### config.mk
export PLATFORM = sky130hd
export DESIGN_NAME = port_pin_features
export DESIGN_NICKNAME = d
export VERILOG_FILES = /design/src/port_pin_pkg.sv /design/src/change_detect.sv /design/src/pin_mux_c.sv /design/src/port_pin_features.sv
export SDC_FILE = /design/constraint.sdc
export NUM_CORES = 1
export LEC_CHECK = 0
export BUFFER_PORTS_ARGS = -buffer_cell sky130_fd_sc_hd__clkbuf_2
export CORE_ASPECT_RATIO = 0.75
export CORE_MARGIN = 3
export CORE_UTILIZATION = 35
export DETAILED_ROUTE_END_ITERATION = 10
export SLEW_MARGIN = 20
export SYNTH_ARGS = -nofsm -noshare
export SYNTH_HDL_FRONTEND = slang
export SYNTH_HIERARCHICAL = 1
export SYNTH_SLANG_ARGS = --single-unit
### constraint.sdc
create_clock -name clk -period 10.4 [get_ports clk]
set_input_delay 2.08 -clock clk [delete_from_list [all_inputs] [get_ports clk]]
set_output_delay 2.08 -clock clk [all_outputs]
set_load 0.02 [all_outputs]
### src/port_pin_pkg.sv
package port_pin_pkg;

    // ********************************
    // Register map
    // ********************************
    localparam int ADDR_W = 9;
    localparam logic [8:0] OFF_PIN_LEVEL_A = 9'h005;
    localparam logic [8:0] OFF_PIN_LEVEL_B = 9'h006;
    localparam logic [8:0] OFF_PIN_LEVEL_C = 9'h007;
    localparam logic [8:0] OFF_INTERRUPT_CONTROL = 9'h00B;
    localparam logic [8:0] OFF_OPTION_CONTROL = 9'h081;
    localparam logic [8:0] OFF_DIRECTION_A = 9'h085;
    localparam logic [8:0] OFF_DIRECTION_B = 9'h086;
    localparam logic [8:0] OFF_DIRECTION_C = 9'h087;
    localparam logic [8:0] OFF_PULLUP_ENABLE_A = 9'h095;
    localparam logic [8:0] OFF_CHANGE_INT_ENABLE_A = 9'h096;
    localparam logic [8:0] OFF_PULLUP_ENABLE_B = 9'h115;
    localparam logic [8:0] OFF_CHANGE_INT_ENABLE_B = 9'h116;
    localparam logic [8:0] OFF_ANALOG_SELECT_LOW = 9'h11E;
    localparam logic [8:0] OFF_ANALOG_SELECT_HIGH = 9'h11F;
    localparam logic [8:0] OFF_PIN_FUNC_C = 9'h19D;
    localparam logic [8:0] OFF_BIT_MODIFY_A = 9'h1A5;

    // ********************************
    // Field positions
    // ********************************
    localparam int FLAG_BIT = 0;
    localparam int WAKE_EN_BIT = 3;
    localparam int GLOBAL_PU_DIS_BIT = 7;
    localparam int PB7_BIT = 7;
    localparam int PC4_BIT = 4;
    localparam int PC5_BIT = 5;
    localparam int MASTER_CLEAR_INPUT_PIN = 3;
    localparam int FUNC4_LSB = 0;
    localparam int FUNC5_LSB = 2;
    localparam int BITOP_VAL_BIT = 3;

    // ********************************
    // Reset values
    // ********************************
    localparam logic [7:0] RST_DIRECTION = 8'hFF;
    localparam logic [7:0] RST_OPTION = 8'h80;
    localparam logic [7:0] RST_ZERO = 8'h00;

    // Pin function of a shared port C pin
    typedef enum logic [1:0] {PF_GPIO, PF_PERIPH, PF_PWM, PF_SPARE} pin_func_e;

    // One-hot mask from a bit index
    function automatic logic [7:0] bit_mask(input logic [2:0] idx);
        bit_mask = 8'h01 << idx;
    endfunction : bit_mask

endpackage : port_pin_pkg

### src/change_detect.sv
module change_detect
    import port_pin_pkg::*;
#(
    parameter int WIDTH = 7
) (
    // Clock and power-on reset only
    input wire logic clk,
    input wire logic rst_n,
    // Pin levels and controls
    input wire logic [WIDTH-1:0] level,
    input wire logic [WIDTH-1:0] enable,
    input wire logic [WIDTH-1:0] reload,
    // Any enabled pin differs from its latch
    output logic mismatch
);

    typedef struct packed {
        logic [WIDTH-1:0] seen;
    } cd_state_s;

    cd_state_s st_r;
    cd_state_s st_nxt;
    logic [WIDTH-1:0] diff;

    // Per-pin compare against last-read value
    for (genvar i = 0; i < WIDTH; i++) begin : g_cmp
        assign diff[i] = enable[i] & (level[i] ^ st_r.seen[i]);
    end
    assign mismatch = |diff;

    // Reload takes the level of the access cycle itself
    always_comb begin
        st_nxt = st_r;
        for (int i = 0; i < WIDTH; i++) begin
            if (reload[i]) begin
                st_nxt.seen[i] = level[i];
            end
        end
    end

    // Only power-on clears it; warm resets never reach here
    always_ff @(posedge clk or negedge rst_n) begin
        if (!rst_n) begin
            st_r <= '0;
        end else begin
            st_r <= st_nxt;
        end
    end

endmodule : change_detect

### src/pin_mux_c.sv
module pin_mux_c
    import port_pin_pkg::*;
(
    // Function selects
    input wire pin_func_e func4,
    input wire pin_func_e func5,
    // Port C latch, direction and pins (bit 0 is pin four)
    input wire logic [1:0] lat,
    input wire logic [1:0] dir,
    input wire logic [1:0] pin_in,
    // Peripheral sources
    input wire logic comparator2_output,
    input wire logic pwm_output_a,
    input wire logic pwm_output_b,
    input wire logic ccp_out,
    input wire logic ccp_oe,
    // Muxed pin drive
    output logic [1:0] out,
    output logic [1:0] oe,
    output logic ccp_in
);

    // Pin four: I/O, comparator output or second PWM output
    always_comb begin
        oe[0] = ~dir[0];
        case (func4)
            PF_PERIPH: out[0] = comparator2_output;
            PF_PWM: out[0] = pwm_output_b;
            default: out[0] = lat[0];
        endcase
    end

    // Pin five: I/O, capture/compare pin or first PWM output
    always_comb begin
        oe[1] = ~dir[1];
        case (func5)
            PF_PERIPH: begin
                out[1] = ccp_out;
                oe[1] = ~dir[1] & ccp_oe;
            end
            PF_PWM: out[1] = pwm_output_a;
            default: out[1] = lat[1];
        endcase
    end

    // Capture input sees the pin whatever the function
    assign ccp_in = pin_in[1];

endmodule : pin_mux_c

### src/port_pin_features.sv
// Operation
// Analog-selected pins read zero digitally; analog function stays enabled.
// Analog select never blocks the digital output driver.
// Bit modify reads pins, so analog pins write zero into latch.
// Every port A pin but master clear pin has its pull-up enable.
// Pull-up is off whenever the pin is an output.
// Power-on reset sets the global pull-up disable.
// Master clear pin pull-up follows master clear mode only.
// Per-pin change enables, all cleared at power-on.
// Enabled pins compared with last-read latch; mismatches OR into flag.
// Port access reloads latch; ongoing mismatch keeps setting the flag.
// Software ends the mismatch first, then clears the flag.
// Warm resets keep the latch; mismatch still sets the flag.
// Change in the read cycle itself may be absorbed.
// Pin-change flag can wake the device.
// Port B pin seven has its own change enable and pull-up.
// Port C pin four: I/O, comparator output or second PWM.
// Software never enables comparator and second PWM outputs together.
// Port C pin five: I/O, capture/compare pin or first PWM.
// Flag sticks until cleared; clear lost while a mismatch exists.
//
// Implementation choice: strobed register access.
module port_pin_features
    import port_pin_pkg::*;
#(
    parameter int PA_W = 6
) (
    // Clock and resets
    input wire logic clk,
    input wire logic rst_n,
    input wire logic master_clear_input,
    input wire logic brownout_reset,
    input wire logic master_clear_input_enable,
    // Register port
    input wire logic [ADDR_W-1:0] addr,
    input wire logic [7:0] wdata,
    input wire logic wr,
    input wire logic rd,
    output logic [7:0] rdata,
    // Port A pins
    input wire logic [PA_W-1:0] pa_in,
    output logic [PA_W-1:0] pa_out,
    output logic [PA_W-1:0] pa_oe,
    output logic [PA_W-1:0] pa_pullup,
    // Port B pin seven
    input wire logic pb7_in,
    output logic pb7_out,
    output logic pb7_oe,
    output logic pb7_pullup,
    // Port C pins four and five
    input wire logic [1:0] pc_in,
    output logic [1:0] pc_out,
    output logic [1:0] pc_oe,
    // Peripheral hookup
    input wire logic comparator2_output,
    input wire logic pwm_output_a,
    input wire logic pwm_output_b,
    input wire logic capture_compare_pin_out,
    input wire logic capture_compare_pin_oe,
    output logic capture_compare_pin_in,
    // Analog enables and wake
    output logic [15:0] analog_enable,
    output logic wake
);

    // ********************************
    // Parameter check
    // ********************************
    if (PA_W <= MASTER_CLEAR_INPUT_PIN || PA_W > 8) begin : g_bad_width
        $error("PA_W must lie above the master clear pin and be at most 8");
    end

    localparam logic [PA_W-1:0] MASTER_CLEAR_INPUT_MASK = PA_W'(1) << MASTER_CLEAR_INPUT_PIN;
    localparam int CD_W = PA_W + 1;

    // ********************************
    // State
    // ********************************
    typedef struct packed {
        logic [7:0] lat_a;
        logic [7:0] lat_b;
        logic [7:0] lat_c;
        logic [7:0] dir_a;
        logic [7:0] dir_b;
        logic [7:0] dir_c;
        logic [7:0] wpu_a;
        logic [7:0] wpu_b;
        logic [7:0] ioc_a;
        logic [7:0] ioc_b;
        logic [7:0] ans_lo;
        logic [7:0] ans_hi;
        logic [7:0] option;
        logic [7:0] func_c;
        logic flag;
        logic wake_en;
        logic [7:0] rdata;
        logic [PA_W-1:0] pa_out;
        logic [PA_W-1:0] pa_oe;
        logic [PA_W-1:0] pa_pu;
        logic pb7_out;
        logic pb7_oe;
        logic pb7_pu;
        logic [1:0] pc_out;
        logic [1:0] pc_oe;
        logic ccp_in;
        logic [15:0] ana;
        logic wake;
    } state_s;

    state_s st_r;
    state_s st_nxt;

    // Configuration defaults shared by power-on and warm resets
    function automatic state_s init_regs(input state_s s);
        state_s r;
        r = s;
        r.dir_a = RST_DIRECTION;
        r.dir_b = RST_DIRECTION;
        r.dir_c = RST_DIRECTION;
        r.wpu_a = RST_ZERO;
        r.wpu_b = RST_ZERO;
        r.ioc_a = RST_ZERO;
        r.ioc_b = RST_ZERO;
        r.ans_lo = RST_ZERO;
        r.ans_hi = RST_ZERO;
        r.option = RST_OPTION;
        r.func_c = RST_ZERO;
        r.wake_en = 1'b0;
        r.flag = 1'b0;
        init_regs = r;
    endfunction : init_regs

    // ********************************
    // Reset release
    // ********************************
    logic [1:0] rst_pipe_r;
    logic rst_sync_n;

    // Two stages against metastable release
    always_ff @(posedge clk or negedge rst_n) begin
        if (!rst_n) begin
            rst_pipe_r <= 2'b00;
        end else begin
            rst_pipe_r <= {rst_pipe_r[0], 1'b1};
        end
    end
    assign rst_sync_n = rst_pipe_r[1];

    // ********************************
    // Decode and pin views
    // ********************************
    logic warm;
    logic acc_a;
    logic acc_b;
    logic bitop_wr;
    logic interrupt_control_wr;
    logic interrupt_control_clr;
    logic sw_set;
    logic mismatch;
    logic [7:0] rd_a;
    logic [7:0] rd_b;
    logic [7:0] rd_c;
    logic [7:0] rd_val;
    logic [7:0] bitop_mask;
    logic [CD_W-1:0] cd_level;
    logic [CD_W-1:0] cd_enable;
    logic [CD_W-1:0] cd_reload;
    logic [1:0] mux_out;
    logic [1:0] mux_oe;
    logic mux_ccp_in;

    assign warm = master_clear_input | brownout_reset;
    assign acc_a = (rd | wr) && (addr == OFF_PIN_LEVEL_A);
    assign acc_b = (rd | wr) && (addr == OFF_PIN_LEVEL_B);
    assign bitop_wr = wr && (addr == OFF_BIT_MODIFY_A);
    assign interrupt_control_wr = wr && (addr == OFF_INTERRUPT_CONTROL);
    assign interrupt_control_clr = interrupt_control_wr && !wdata[FLAG_BIT];
    assign sw_set = interrupt_control_wr && wdata[FLAG_BIT];
    assign bitop_mask = bit_mask(wdata[2:0]);

    // Digital reads: analog-selected pins give zero
    assign rd_a = 8'(pa_in & ~st_r.ans_lo[PA_W-1:0]);
    assign rd_b = {pb7_in, 7'h00};
    assign rd_c = {2'b00, pc_in, 4'h0};

    // Change detectors: port A pins plus port B pin seven
    assign cd_level = {pb7_in, rd_a[PA_W-1:0]};
    assign cd_enable = {st_r.ioc_b[PB7_BIT], st_r.ioc_a[PA_W-1:0]};
    assign cd_reload = {acc_b, {PA_W{acc_a | bitop_wr}}};

    change_detect #(
        .WIDTH(CD_W)
    ) u_change_detect (
        .clk(clk),
        .rst_n(rst_sync_n),
        .level(cd_level),
        .enable(cd_enable),
        .reload(cd_reload),
        .mismatch(mismatch)
    );

    pin_mux_c u_pin_mux_c (
        .func4(pin_func_e'(st_r.func_c[FUNC4_LSB +: 2])),
        .func5(pin_func_e'(st_r.func_c[FUNC5_LSB +: 2])),
        .lat({st_r.lat_c[PC5_BIT], st_r.lat_c[PC4_BIT]}),
        .dir({st_r.dir_c[PC5_BIT], st_r.dir_c[PC4_BIT]}),
        .pin_in(pc_in),
        .comparator2_output(comparator2_output),
        .pwm_output_a(pwm_output_a),
        .pwm_output_b(pwm_output_b),
        .ccp_out(capture_compare_pin_out),
        .ccp_oe(capture_compare_pin_oe),
        .out(mux_out),
        .oe(mux_oe),
        .ccp_in(mux_ccp_in)
    );

    // ********************************
    // Read mux
    // ********************************
    always_comb begin
        rd_val = 8'h00;
        if (addr == OFF_PIN_LEVEL_A) begin
            rd_val = rd_a;
        end else if (addr == OFF_PIN_LEVEL_B) begin
            rd_val = rd_b;
        end else if (addr == OFF_PIN_LEVEL_C) begin
            rd_val = rd_c;
        end else if (addr == OFF_INTERRUPT_CONTROL) begin
            rd_val[FLAG_BIT] = st_r.flag;
            rd_val[WAKE_EN_BIT] = st_r.wake_en;
        end else if (addr == OFF_OPTION_CONTROL) begin
            rd_val = st_r.option;
        end else if (addr == OFF_DIRECTION_A) begin
            rd_val = st_r.dir_a;
        end else if (addr == OFF_DIRECTION_B) begin
            rd_val = st_r.dir_b;
        end else if (addr == OFF_DIRECTION_C) begin
            rd_val = st_r.dir_c;
        end else if (addr == OFF_PULLUP_ENABLE_A) begin
            rd_val = st_r.wpu_a;
        end else if (addr == OFF_CHANGE_INT_ENABLE_A) begin
            rd_val = st_r.ioc_a;
        end else if (addr == OFF_PULLUP_ENABLE_B) begin
            rd_val = st_r.wpu_b;
        end else if (addr == OFF_CHANGE_INT_ENABLE_B) begin
            rd_val = st_r.ioc_b;
        end else if (addr == OFF_ANALOG_SELECT_LOW) begin
            rd_val = st_r.ans_lo;
        end else if (addr == OFF_ANALOG_SELECT_HIGH) begin
            rd_val = st_r.ans_hi;
        end else if (addr == OFF_PIN_FUNC_C) begin
            rd_val = st_r.func_c;
        end
    end

    // ********************************
    // Next state
    // ********************************
    always_comb begin
        st_nxt = st_r;
        st_nxt.rdata = rd ? rd_val : 8'h00;
        // Register writes
        if (wr) begin
            if (addr == OFF_PIN_LEVEL_A) begin
                st_nxt.lat_a = wdata;
            end else if (addr == OFF_PIN_LEVEL_B) begin
                st_nxt.lat_b = wdata;
            end else if (addr == OFF_PIN_LEVEL_C) begin
                st_nxt.lat_c = wdata;
            end else if (addr == OFF_OPTION_CONTROL) begin
                st_nxt.option = wdata;
            end else if (addr == OFF_DIRECTION_A) begin
                st_nxt.dir_a = wdata;
            end else if (addr == OFF_DIRECTION_B) begin
                st_nxt.dir_b = wdata;
            end else if (addr == OFF_DIRECTION_C) begin
                st_nxt.dir_c = wdata;
            end else if (addr == OFF_PULLUP_ENABLE_A) begin
                st_nxt.wpu_a = wdata;
            end else if (addr == OFF_CHANGE_INT_ENABLE_A) begin
                st_nxt.ioc_a = wdata;
            end else if (addr == OFF_PULLUP_ENABLE_B) begin
                st_nxt.wpu_b = wdata;
            end else if (addr == OFF_CHANGE_INT_ENABLE_B) begin
                st_nxt.ioc_b = wdata;
            end else if (addr == OFF_ANALOG_SELECT_LOW) begin
                st_nxt.ans_lo = wdata;
            end else if (addr == OFF_ANALOG_SELECT_HIGH) begin
                st_nxt.ans_hi = wdata;
            end else if (addr == OFF_PIN_FUNC_C) begin
                st_nxt.func_c = wdata;
            end else if (addr == OFF_INTERRUPT_CONTROL) begin
                st_nxt.wake_en = wdata[WAKE_EN_BIT];
            end else if (addr == OFF_BIT_MODIFY_A) begin
                // Base is the pin view, so analog pins come back as zero
                st_nxt.lat_a = (rd_a & ~bitop_mask)
                    | (wdata[BITOP_VAL_BIT] ? bitop_mask : 8'h00);
            end
        end
        // Flag: set beats clear, so a live mismatch blocks the clear
        if (mismatch || sw_set) begin
            st_nxt.flag = 1'b1;
        end else if (interrupt_control_clr) begin
            st_nxt.flag = 1'b0;
        end
        // Warm reset: config back to defaults, latch kept by detector
        if (warm) begin
            st_nxt = init_regs(st_nxt);
            st_nxt.flag = mismatch;
        end
        // Port A drive; analog select plays no part here
        st_nxt.pa_out = st_r.lat_a[PA_W-1:0];
        st_nxt.pa_oe = ~st_r.dir_a[PA_W-1:0] & ~MASTER_CLEAR_INPUT_MASK;
        for (int i = 0; i < PA_W; i++) begin
            if (i == MASTER_CLEAR_INPUT_PIN) begin
                st_nxt.pa_pu[i] = master_clear_input_enable;
            end else begin
                st_nxt.pa_pu[i] = st_r.wpu_a[i] & st_r.dir_a[i]
                    & ~st_r.option[GLOBAL_PU_DIS_BIT];
            end
        end
        // Port B pin seven, same scheme as port A
        st_nxt.pb7_out = st_r.lat_b[PB7_BIT];
        st_nxt.pb7_oe = ~st_r.dir_b[PB7_BIT];
        st_nxt.pb7_pu = st_r.wpu_b[PB7_BIT] & st_r.dir_b[PB7_BIT]
            & ~st_r.option[GLOBAL_PU_DIS_BIT];
        // Port C shared pins
        st_nxt.pc_out = mux_out;
        st_nxt.pc_oe = mux_oe;
        st_nxt.ccp_in = mux_ccp_in;
        st_nxt.ana = {st_r.ans_hi, st_r.ans_lo};
        st_nxt.wake = st_r.flag & st_r.wake_en;
    end

    // Single state register
    always_ff @(posedge clk or negedge rst_sync_n) begin
        if (!rst_sync_n) begin
            st_r <= init_regs('0);
        end else begin
            st_r <= st_nxt;
        end
    end

    // ********************************
    // Outputs
    // ********************************
    assign rdata = st_r.rdata;
    assign pa_out = st_r.pa_out;
    assign pa_oe = st_r.pa_oe;
    assign pa_pullup = st_r.pa_pu;
    assign pb7_out = st_r.pb7_out;
    assign pb7_oe = st_r.pb7_oe;
    assign pb7_pullup = st_r.pb7_pu;
    assign pc_out = st_r.pc_out;
    assign pc_oe = st_r.pc_oe;
    assign capture_compare_pin_in = st_r.ccp_in;
    assign analog_enable = st_r.ana;
    assign wake = st_r.wake;
endmodule : port_pin_features

==> run summary, run 1 <==
The power density over the cells came out at 158 nW/um2. Clock network fraction of design power: 46.5%. The logs give 89 for the number of top-level pins and 46 for the number of rows created at floorplan. Averaged over all synthesized cells, the footprint is 10.0 um2.

The logs give 0 for the total count of max-transition violations in the final report and 0 for the antenna diode instance count. Setup violations remaining at the end of the flow were counted as 0. The root buffer cell is sky130_fd_sc_hd__clkbuf_16. Switching part of the total: 25.6%. The via count normalized by instance count was 5.55; the pin count of the biggest net entering global routing was 81.

The cell taking the most area after synthesis was sky130_fd_sc_hd__dfrtp_1. The slew of the pin with the lowest slew margin is 0.980 ns. The tools report the first-pass iteration count of the detailed router as 5.

The max-slew headroom at the worst pin is 34.4%, and the share of synthesized registers carrying an async set or reset is 100%. The synthesized design contains 0 enable-type register cells. The largest fanout on the critical path was 13.

STA classifies the critical path startpoint as an input pin. The die outline area came out at 24300 um2. The area of the mapped netlist came out at 7860 um2. The net count of the mapped netlist was 824.

The global-route total usage across every layer was 21.9%. The HPWL after detailed placement is 18600 um. The dominant cell by count in the synthesized netlist was sky130_fd_sc_hd__dfrtp_1.

The worst min-delay path class was flip-flop to asynchronous set/reset pin. The worst register-to-register path begins at st_nxt[6]. The total of cells resized after clock tree synthesis came out at 0. Dividing the final minimum period by the clock period gives 44.2%. Worst setup path category: input pin to flip-flop. The fraction of power consumed by sequential logic is 46.1%, and the worst path required time is 10.71 ns. Cells with a size suffix above 1 make up 25.4% of the layout. The area share of the largest cell type after synthesis was 42.4%. The core region is 21600 um2. The clock drives 158 sinks.

TritonCTS built the clock tree. The detail route stage leaves a number of antenna-violating nets equal to 0. Via count of the first global-routing pass: 5980. For this run, design rule violations remaining after detail routing come to 0. Hold repair after CTS inserted 0 buffers.

The number of port buffers was 87. First-pass GRT wire length: 39000 um. The initial utilization of the core area, before any placement, comes to 36.4%.

Global routing finished with a remaining overflow of 0. The final layout contains routed wiring with a total length of 25600 um. The clock-pin transition on the worst setup and hold timing paths is 0.07 ns. Power spent charging and discharging nets: 0.355 mW.

Derived from the worst setup path, the maximum achievable clock frequency is 0.217 GHz. The count of unique library cells instantiated by Yosys came out at 76. The final route contains 6108 vias. The number of register bits inferred by synthesis is 158.

The later-pin clock latency in the skew report is 0.43 ns, and the hold violation total from the final report is 0. The number of buffers created by CTS came out at 17. The number of nets in the layout was 841. The clock arrives with 0.00895 ns of skew. The logs give 40.7% for the core utilization of the finished layout and 8.41 ns for the register-to-register setup slack. The internal power of the cells totals 1.03 mW. The DRC violation total after the first TritonRoute iteration is 706, and the overall die height is 136 um. Depth of the worst register-to-register path: 5. Post-synthesis to final-layout area growth: 11.8%. Adding up every negative setup slack in the final design gives 0 ns. Setup repair after global routing left no endpoint under its margin. The analysis attributes to cell leakage a power of 3.86 nW. The H-tree generated during clock tree synthesis spans 4 levels. Among all flip-flop cells after synthesis, the most frequent one is sky130_fd_sc_hd__dfrtp_1.

Ranked by instance count, the synthesized netlist is headed by sky130_fd_sc_hd__dfrtp_1, sky130_fd_sc_hd__nand2_1, sky130_fd_sc_hd__o21ai_0, sky130_fd_sc_hd__nor2_1, sky130_fd_sc_hd__buf_4. For the number of instances in the synthesized netlist, the log shows 782. The worst setup path is captured at a flip-flop.

Routability-driven placement finished with a final weighted congestion of 1.01. The flow ran to the end, and the final reports show no timing, DRC or antenna violations. Data on the critical path arrives at its endpoint at 4.91 ns.

Measured along the x axis, the die boundary spans 179 um. The detail-routed net length per standard cell works out to 23.3 um. The run gives 0 as the buffer count from post-CTS setup fixing. The share of total power dissipated in combinational logic is 7.4%. Yosys attributes the largest share of cell area to sky130_fd_sc_hd__dfrtp_1, sky130_fd_sc_hd__dfstp_2, sky130_fd_sc_hd__nand2_1, sky130_fd_sc_hd__mux2_2, sky130_fd_sc_hd__buf_4. The clock period could shrink to 4.60 ns. The tools report the number of violations of the max-capacitance limit as 0. In this run the deepest clock path goes through 2 buffers. The logs give 2 for the number of antenna violations at the first check in global routing and 50.7% for the sequential cell area fraction in the yosys report.

For this run, the number of Yosys warnings is 6. In this run the critical register-to-register path is captured at st_r[52]. Across the VDD grid, the largest voltage drop is 0.0842 mV.
-- power by group through the flow --
| stage | sequential (mW) | clock (mW) | combinational (mW) |
|---|---|---|---|
| detailed placement | 0.649 | 0 | 0.102 |
| finish | 0.639 | 0.643 | 0.103 |
| global route | 0.640 | 0.680 | 0.112 |
| floorplan | 0.653 | 0 | 0.0589 |
| global placement | 0.649 | 0 | 0.102 |
| CTS | 0.638 | 0.653 | 0.103 |
-- worst max-delay path, cell delays in order --
cell	delay, ns
sky130_fd_sc_hd__clkbuf_2	0.20
sky130_fd_sc_hd__or4_1	0.77
sky130_fd_sc_hd__nor3_2	0.76
sky130_fd_sc_hd__o21ai_0	0.21
sky130_fd_sc_hd__buf_4	0.22
sky130_fd_sc_hd__nand2_1	0.29
sky130_fd_sc_hd__mux2_1	0.37
-- per-layer routing --
layer / part of all wire, % / track usage (%) / vias to the layer above / wire [um]
li1: - / - / 2735 / -
met2: 43 / 31.1 / 275 / 10900
met4: 1.3 / 4.58 / 0 / 333
met1: 47 / 32.8 / 3070 / 12100
met5: 0 / 0 / - / 0
met3: 9.0 / 6.78 / 28 / 2300
-- cell type report --
cell class,instances,area [um2]
clock buffer,19,453
timing repair buffer,95,499
clock inverter,13,153
sequential,158,3990
tap,288,360
fill,2142,12800
inverter,17,63.8
multi-input combinational,510,3270
-- stage by stage --
step	hold WS [ns]	worst slack, ns	cells	instance area, um2	power, mW
floorplan	0.331	5.72	782	7860	0.712
global placement	0.147	5.37	1068	8170	0.751
detailed placement	0.153	5.44	1068	8180	0.752
CTS	0.159	5.88	1100	8780	1.39
global route	0.162	5.61	1100	8780	1.43
finish	0.148	5.80	1100	8780	1.39
-- cells in the final DEF, fill, tap and decap left out, types with 5 or more instances in the layout --
master / n
sky130_fd_sc_hd__a22oi_1: 12
sky130_fd_sc_hd__mux2_1: 6
sky130_fd_sc_hd__clkbuf_16: 17
sky130_fd_sc_hd__nor3_1: 11
sky130_fd_sc_hd__nor2b_1: 8
sky130_fd_sc_hd__o21ai_0: 57
sky130_fd_sc_hd__nand3_1: 21
sky130_fd_sc_hd__and2_1: 10
sky130_fd_sc_hd__a221oi_1: 5
sky130_fd_sc_hd__mux2_2: 35
sky130_fd_sc_hd__clkbuf_2: 87
sky130_fd_sc_hd__o211ai_1: 10
sky130_fd_sc_hd__o22ai_1: 8
sky130_fd_sc_hd__dfrtp_1: 132
sky130_fd_sc_hd__buf_4: 7
sky130_fd_sc_hd__inv_1: 17
sky130_fd_sc_hd__nor2_1: 48
sky130_fd_sc_hd__a31oi_1: 5
sky130_fd_sc_hd__dfstp_2: 25
sky130_fd_sc_hd__a2bb2oi_1: 5
sky130_fd_sc_hd__mux2i_1: 27
sky130_fd_sc_hd__a21oi_1: 24
sky130_fd_sc_hd__xor2_1: 8
sky130_fd_sc_hd__nand2b_1: 7
sky130_fd_sc_hd__nand2_1: 117
-- flip-flops by register name, indices dropped and copies added, names as in the netlist, 2 cells and up --
register and count:
st_r 69, st_nxt 23, analog_enable 16, rdata 8
cd_enable 7, u_change_detect/st_r 7, pa_out 6, pa_pullup 6
pa_oe 5, pc_oe 2, pc_out 2, rst_pipe_r 2
-- worst max path at each step --
stage,cells past startpoint,to,start,slack (ns)
2_1_floorplan,0,analog_enable[0],rst_pipe_r[1],5.72
3_3_place_gp,7,u_change_detect/st_r[0],addr[4],5.37
3_5_place_dp,7,u_change_detect/st_r[3],addr[4],5.44
4_1_cts,7,u_change_detect/st_r[3],addr[4],5.88
5_1_grt,7,u_change_detect/st_r[5],addr[4],5.61
6_report,7,u_change_detect/st_r[1],addr[4],5.80
-- kinds of logic (layout without fill, tap and decap cells) --
| logic type | after synthesis | after routing | share of synthesized area [%] |
|---|---|---|---|
| flip-flops | 158 | 158 | 50.7 |
| AO/OA/AOI/OAI | 166 | 166 | 13.9 |
| adder cells (fa/ha/maj) | 4 | 4 | 0.637 |
| other | 2 | 2 | 0.0956 |
| AND/OR/NAND/NOR | 261 | 261 | 16.4 |
| buffers and inverters | 114 | 144 | 7.98 |
| XOR/XNOR | 9 | 9 | 1.00 |
| multiplexers | 68 | 68 | 9.32 |
(Power assumes the default switching activity.)
==> run 2: changes to the inputs <==
==> constraint.sdc (replaced) <==
create_clock -name clk -period 3.8 [get_ports clk]
set_input_delay 0.76 -clock clk [delete_from_list [all_inputs] [get_ports clk]]
set_output_delay 0.76 -clock clk [all_outputs]
set_load 0.02 [all_outputs]
==> run 2 against run 1 <==
Routed wire length increased by 3.3%; worst setup slack got worse by 5.0 ns; worst hold slack got worse by 0.050 ns; critical endpoint is now rdata[2]; sequential cell count stayed put; critical path type unchanged.
==> run summary, run 2 (synthesis results as in run 1) <==
The slew of the pin with the lowest slew margin came out at 1.02 ns (+0.0363 ns). Number of top-level pins: 89 (unchanged). The run gives 1 (-1) as the number of antenna violations at the first check in global routing. DRC violation total after the first TritonRoute iteration: 693 (-1.8%). The ratio of cells with drive above 1 in the final layout was 26.4% (+1.1 points). Worst-case clock skew: 0.0103 ns (+0.00135 ns). The number of nets with antenna violations after routing is 0 (unchanged), and the worst-case vdd ir drop is 0.254 mV (+200%). The number of sinks on the clock net was 158 (unchanged); the depth of the worst register-to-register path was 4 (-1). The number of flip-flops under the largest register name came out at 69 (unchanged). DRC violation count after routing: 0 (unchanged). The die outline area is 24300 um2 (unchanged).

Leaving out fill and tap cells, the most frequent cells in the layout are sky130_fd_sc_hd__dfrtp_1, sky130_fd_sc_hd__nand2_1, sky130_fd_sc_hd__clkbuf_2. The number of port buffers came out at 87 (unchanged). The run gives 1116 (+1.5%) as the number of cells in the finished layout apart from fillers. For the clock network fraction of design power, the log shows 46.5% (about the same). The detail-routed net length per standard cell is 23.7 um (+1.8%), and the first-pass GRT wire length is 39600 um (+1.6%). Total half-perimeter wirelength after legalization and detailed placement: 19700 um (+5.6%). Overall overflow remaining after global route: 0 (unchanged). The run gives 46.0% (about the same) as the fraction of power consumed by sequential logic.

The clock-pin transition on the worst setup and hold timing paths came out at 0.07 ns (about the same). For the placeable core region, the log shows 21600 um2 (unchanged). The min-delay analysis places its worst path in the category input pin to asynchronous set/reset pin.

Setup repair after global routing left no endpoint under its margin. Worst-path cell with the longest stage delay: sky130_fd_sc_hd__nor2_1. Total count of max-transition violations in the final report: 0 (unchanged). The delay contributed by the slowest stage of the critical path was 0.74 ns (-0.03 ns); the max-slew headroom at the worst pin was 32.0% (-2.4 points). The buffer count from post-CTS setup fixing was 0 (unchanged); the antenna diode instance count was 0 (unchanged). The logs give 1.77 ns (-6.64 ns) for the register-to-register setup slack and 7.5% (about the same) for the fraction of power consumed by combinational cells.

Via count normalized by instance count: 5.51 (-0.82%). The logs give 857 (+1.9%) for the number of nets in the layout and 3.29 ns (-1.62 ns) for the arrival time of data at the critical path endpoint. The hold violation total from the final report was 0 (unchanged). The run gives 76 (-6.2%) as the pin count of the biggest net entering global routing. The minimum period implied by the final worst setup slack was 3.01 ns; the leakage power summed over all cells was 3.94 nW (+2.0%). The critical path goes through clkbuf_2 > nand2b_1 > nor2_1 > a31oi_1 > o31a_1 > o311ai_0 > o22ai_1. The tools report the later-pin clock latency in the skew report as 0.44 ns (about the same). The run gives 1084 (+1.5%) as the instance count after placement with tap cells included.

The tools report the launch point of the worst reg-to-reg path as st_r[135]. The final worst-path cycle share was 79.3%. The horizontal extent of the die is 179 um (unchanged), and the switching part of the total is 25.2% (-0.41 points). The overall die height is 136 um (unchanged). The number of hold buffers added after CTS is 0 (unchanged). The endpoint of the most critical register-to-register path was rdata[2]. For the number of rows created at floorplan, the log shows 46 (unchanged). For the peak clock frequency supported by timing, the log shows 0.332 GHz. The post-detailed-routing wire length is 26500 um (+3.3%), and the sum of negative setup slack is 0 ns (unchanged). The first-pass iteration count of the detailed router is 6 (+1), and the number of buffers created by CTS is 17 (unchanged). TritonCTS built the clock tree. The run gives 4.08 ns (-6.63 ns) as the worst path required time.

STA classifies the critical path endpoint as a flip-flop. The largest fanout on the critical path came out at 14 (+1). The flow ran to the end, and the final reports show no timing, DRC or antenna violations.

The logs give 36.4% (unchanged) for the initial core utilization and 0 (unchanged) for the total setup violations reported at the end of the flow. Most frequent standard cell in the layout excluding fill and tap cells: sky130_fd_sc_hd__dfrtp_1. The total vias in the final route is 6146 (+0.62%). The via count of the first global-routing pass was 6048 (+1.1%); the largest buffer count on any clock path was 2 (unchanged). For the number of violations of the max-capacitance limit, the log shows 0 (unchanged). STA classifies the critical path startpoint as an input pin. The worst setup path category is input pin to flip-flop.

The run gives 0 (unchanged) as the total of cells resized after clock tree synthesis. For the routability-driven placement congestion ratio, the log shows 0.988 (-2.4%). The register with the highest flop count was st_r.

The power density over the cells came out at 429 nW/um2 (+170%). The maximum level of the CTS H-tree was 4 (unchanged). The post-synthesis to final-layout area growth was 13.2%; the power spent charging and discharging nets was 0.962 mW (+170%).

The root buffer cell is sky130_fd_sc_hd__clkbuf_16. The run gives 22.5% (+0.58 points) as the global-route total usage across every layer. The tools report the internal power contribution as 2.85 mW (+180%).
-- run 2: area by class of cell --
class                           count  area, um2
Inverter                           17       63.8
Multi-Input combinational cell    510       3260
Clock buffer                       20        437
Fill cell                        2161      12700
Sequential cell                   158       3990
Clock inverter                     12        160
Tap cell                          288        360
Timing Repair Buffer              111        628
-- run 2: power groups by stage --
stage               sequential (mW)  clock (mW)  combinational [mW]
floorplan                      1.79           0               0.161
global placement               1.78           0               0.282
detailed placement             1.78           0               0.282
CTS                            1.75        1.80               0.283
global route                   1.76        1.88               0.308
finish                         1.75        1.77               0.286
-- run 2: per-layer routing --
layer | share of wire (%) | global-route usage (%)
met1 | 50 | 35.0
met2 | 41 | 31.1
met3 | 6.9 | 4.73
met4 | 2.0 | 6.75
met5 | 0 | 0
-- run 2: worst max path at each step --
| stage | startpoint | endpoint | slack [ns] |
|---|---|---|---|
| floorplan | addr[4] | u_change_detect/st_r[0] | 0.92 |
| global placement | addr[1] | rdata[2] | 0.46 |
| detailed placement | addr[1] | rdata[2] | 0.42 |
| CTS | addr[1] | rdata[2] | 0.88 |
| global route | addr[5] | rdata[5] | 0.73 |
| finish | addr[1] | rdata[2] | 0.79 |
-- run 2: critical path, delay by kind of cell --
kind	cells	cell delay, ns
simple gates	2	1.18
compound gates	4	1.09
buf+inv	1	0.25
-- run 2: through the flow --
| stage | cell area (um2) | total power, mW | setup WS [ns] | hold slack (ns) | utilization, % |
|---|---|---|---|---|---|
| floorplan | 7860 | 1.95 | 0.921 | 0.331 | - |
| global placement | 8300 | 2.07 | 0.463 | 0.336 | 38.5 |
| detailed placement | 8300 | 2.07 | 0.420 | 0.341 | 38.5 |
| CTS | 8900 | 3.84 | 0.879 | 0.0853 | 41.2 |
| global route | 8900 | 3.94 | 0.727 | 0.0805 | 41.2 |
| finish | 8900 | 3.81 | 0.785 | 0.0981 | 41.2 |
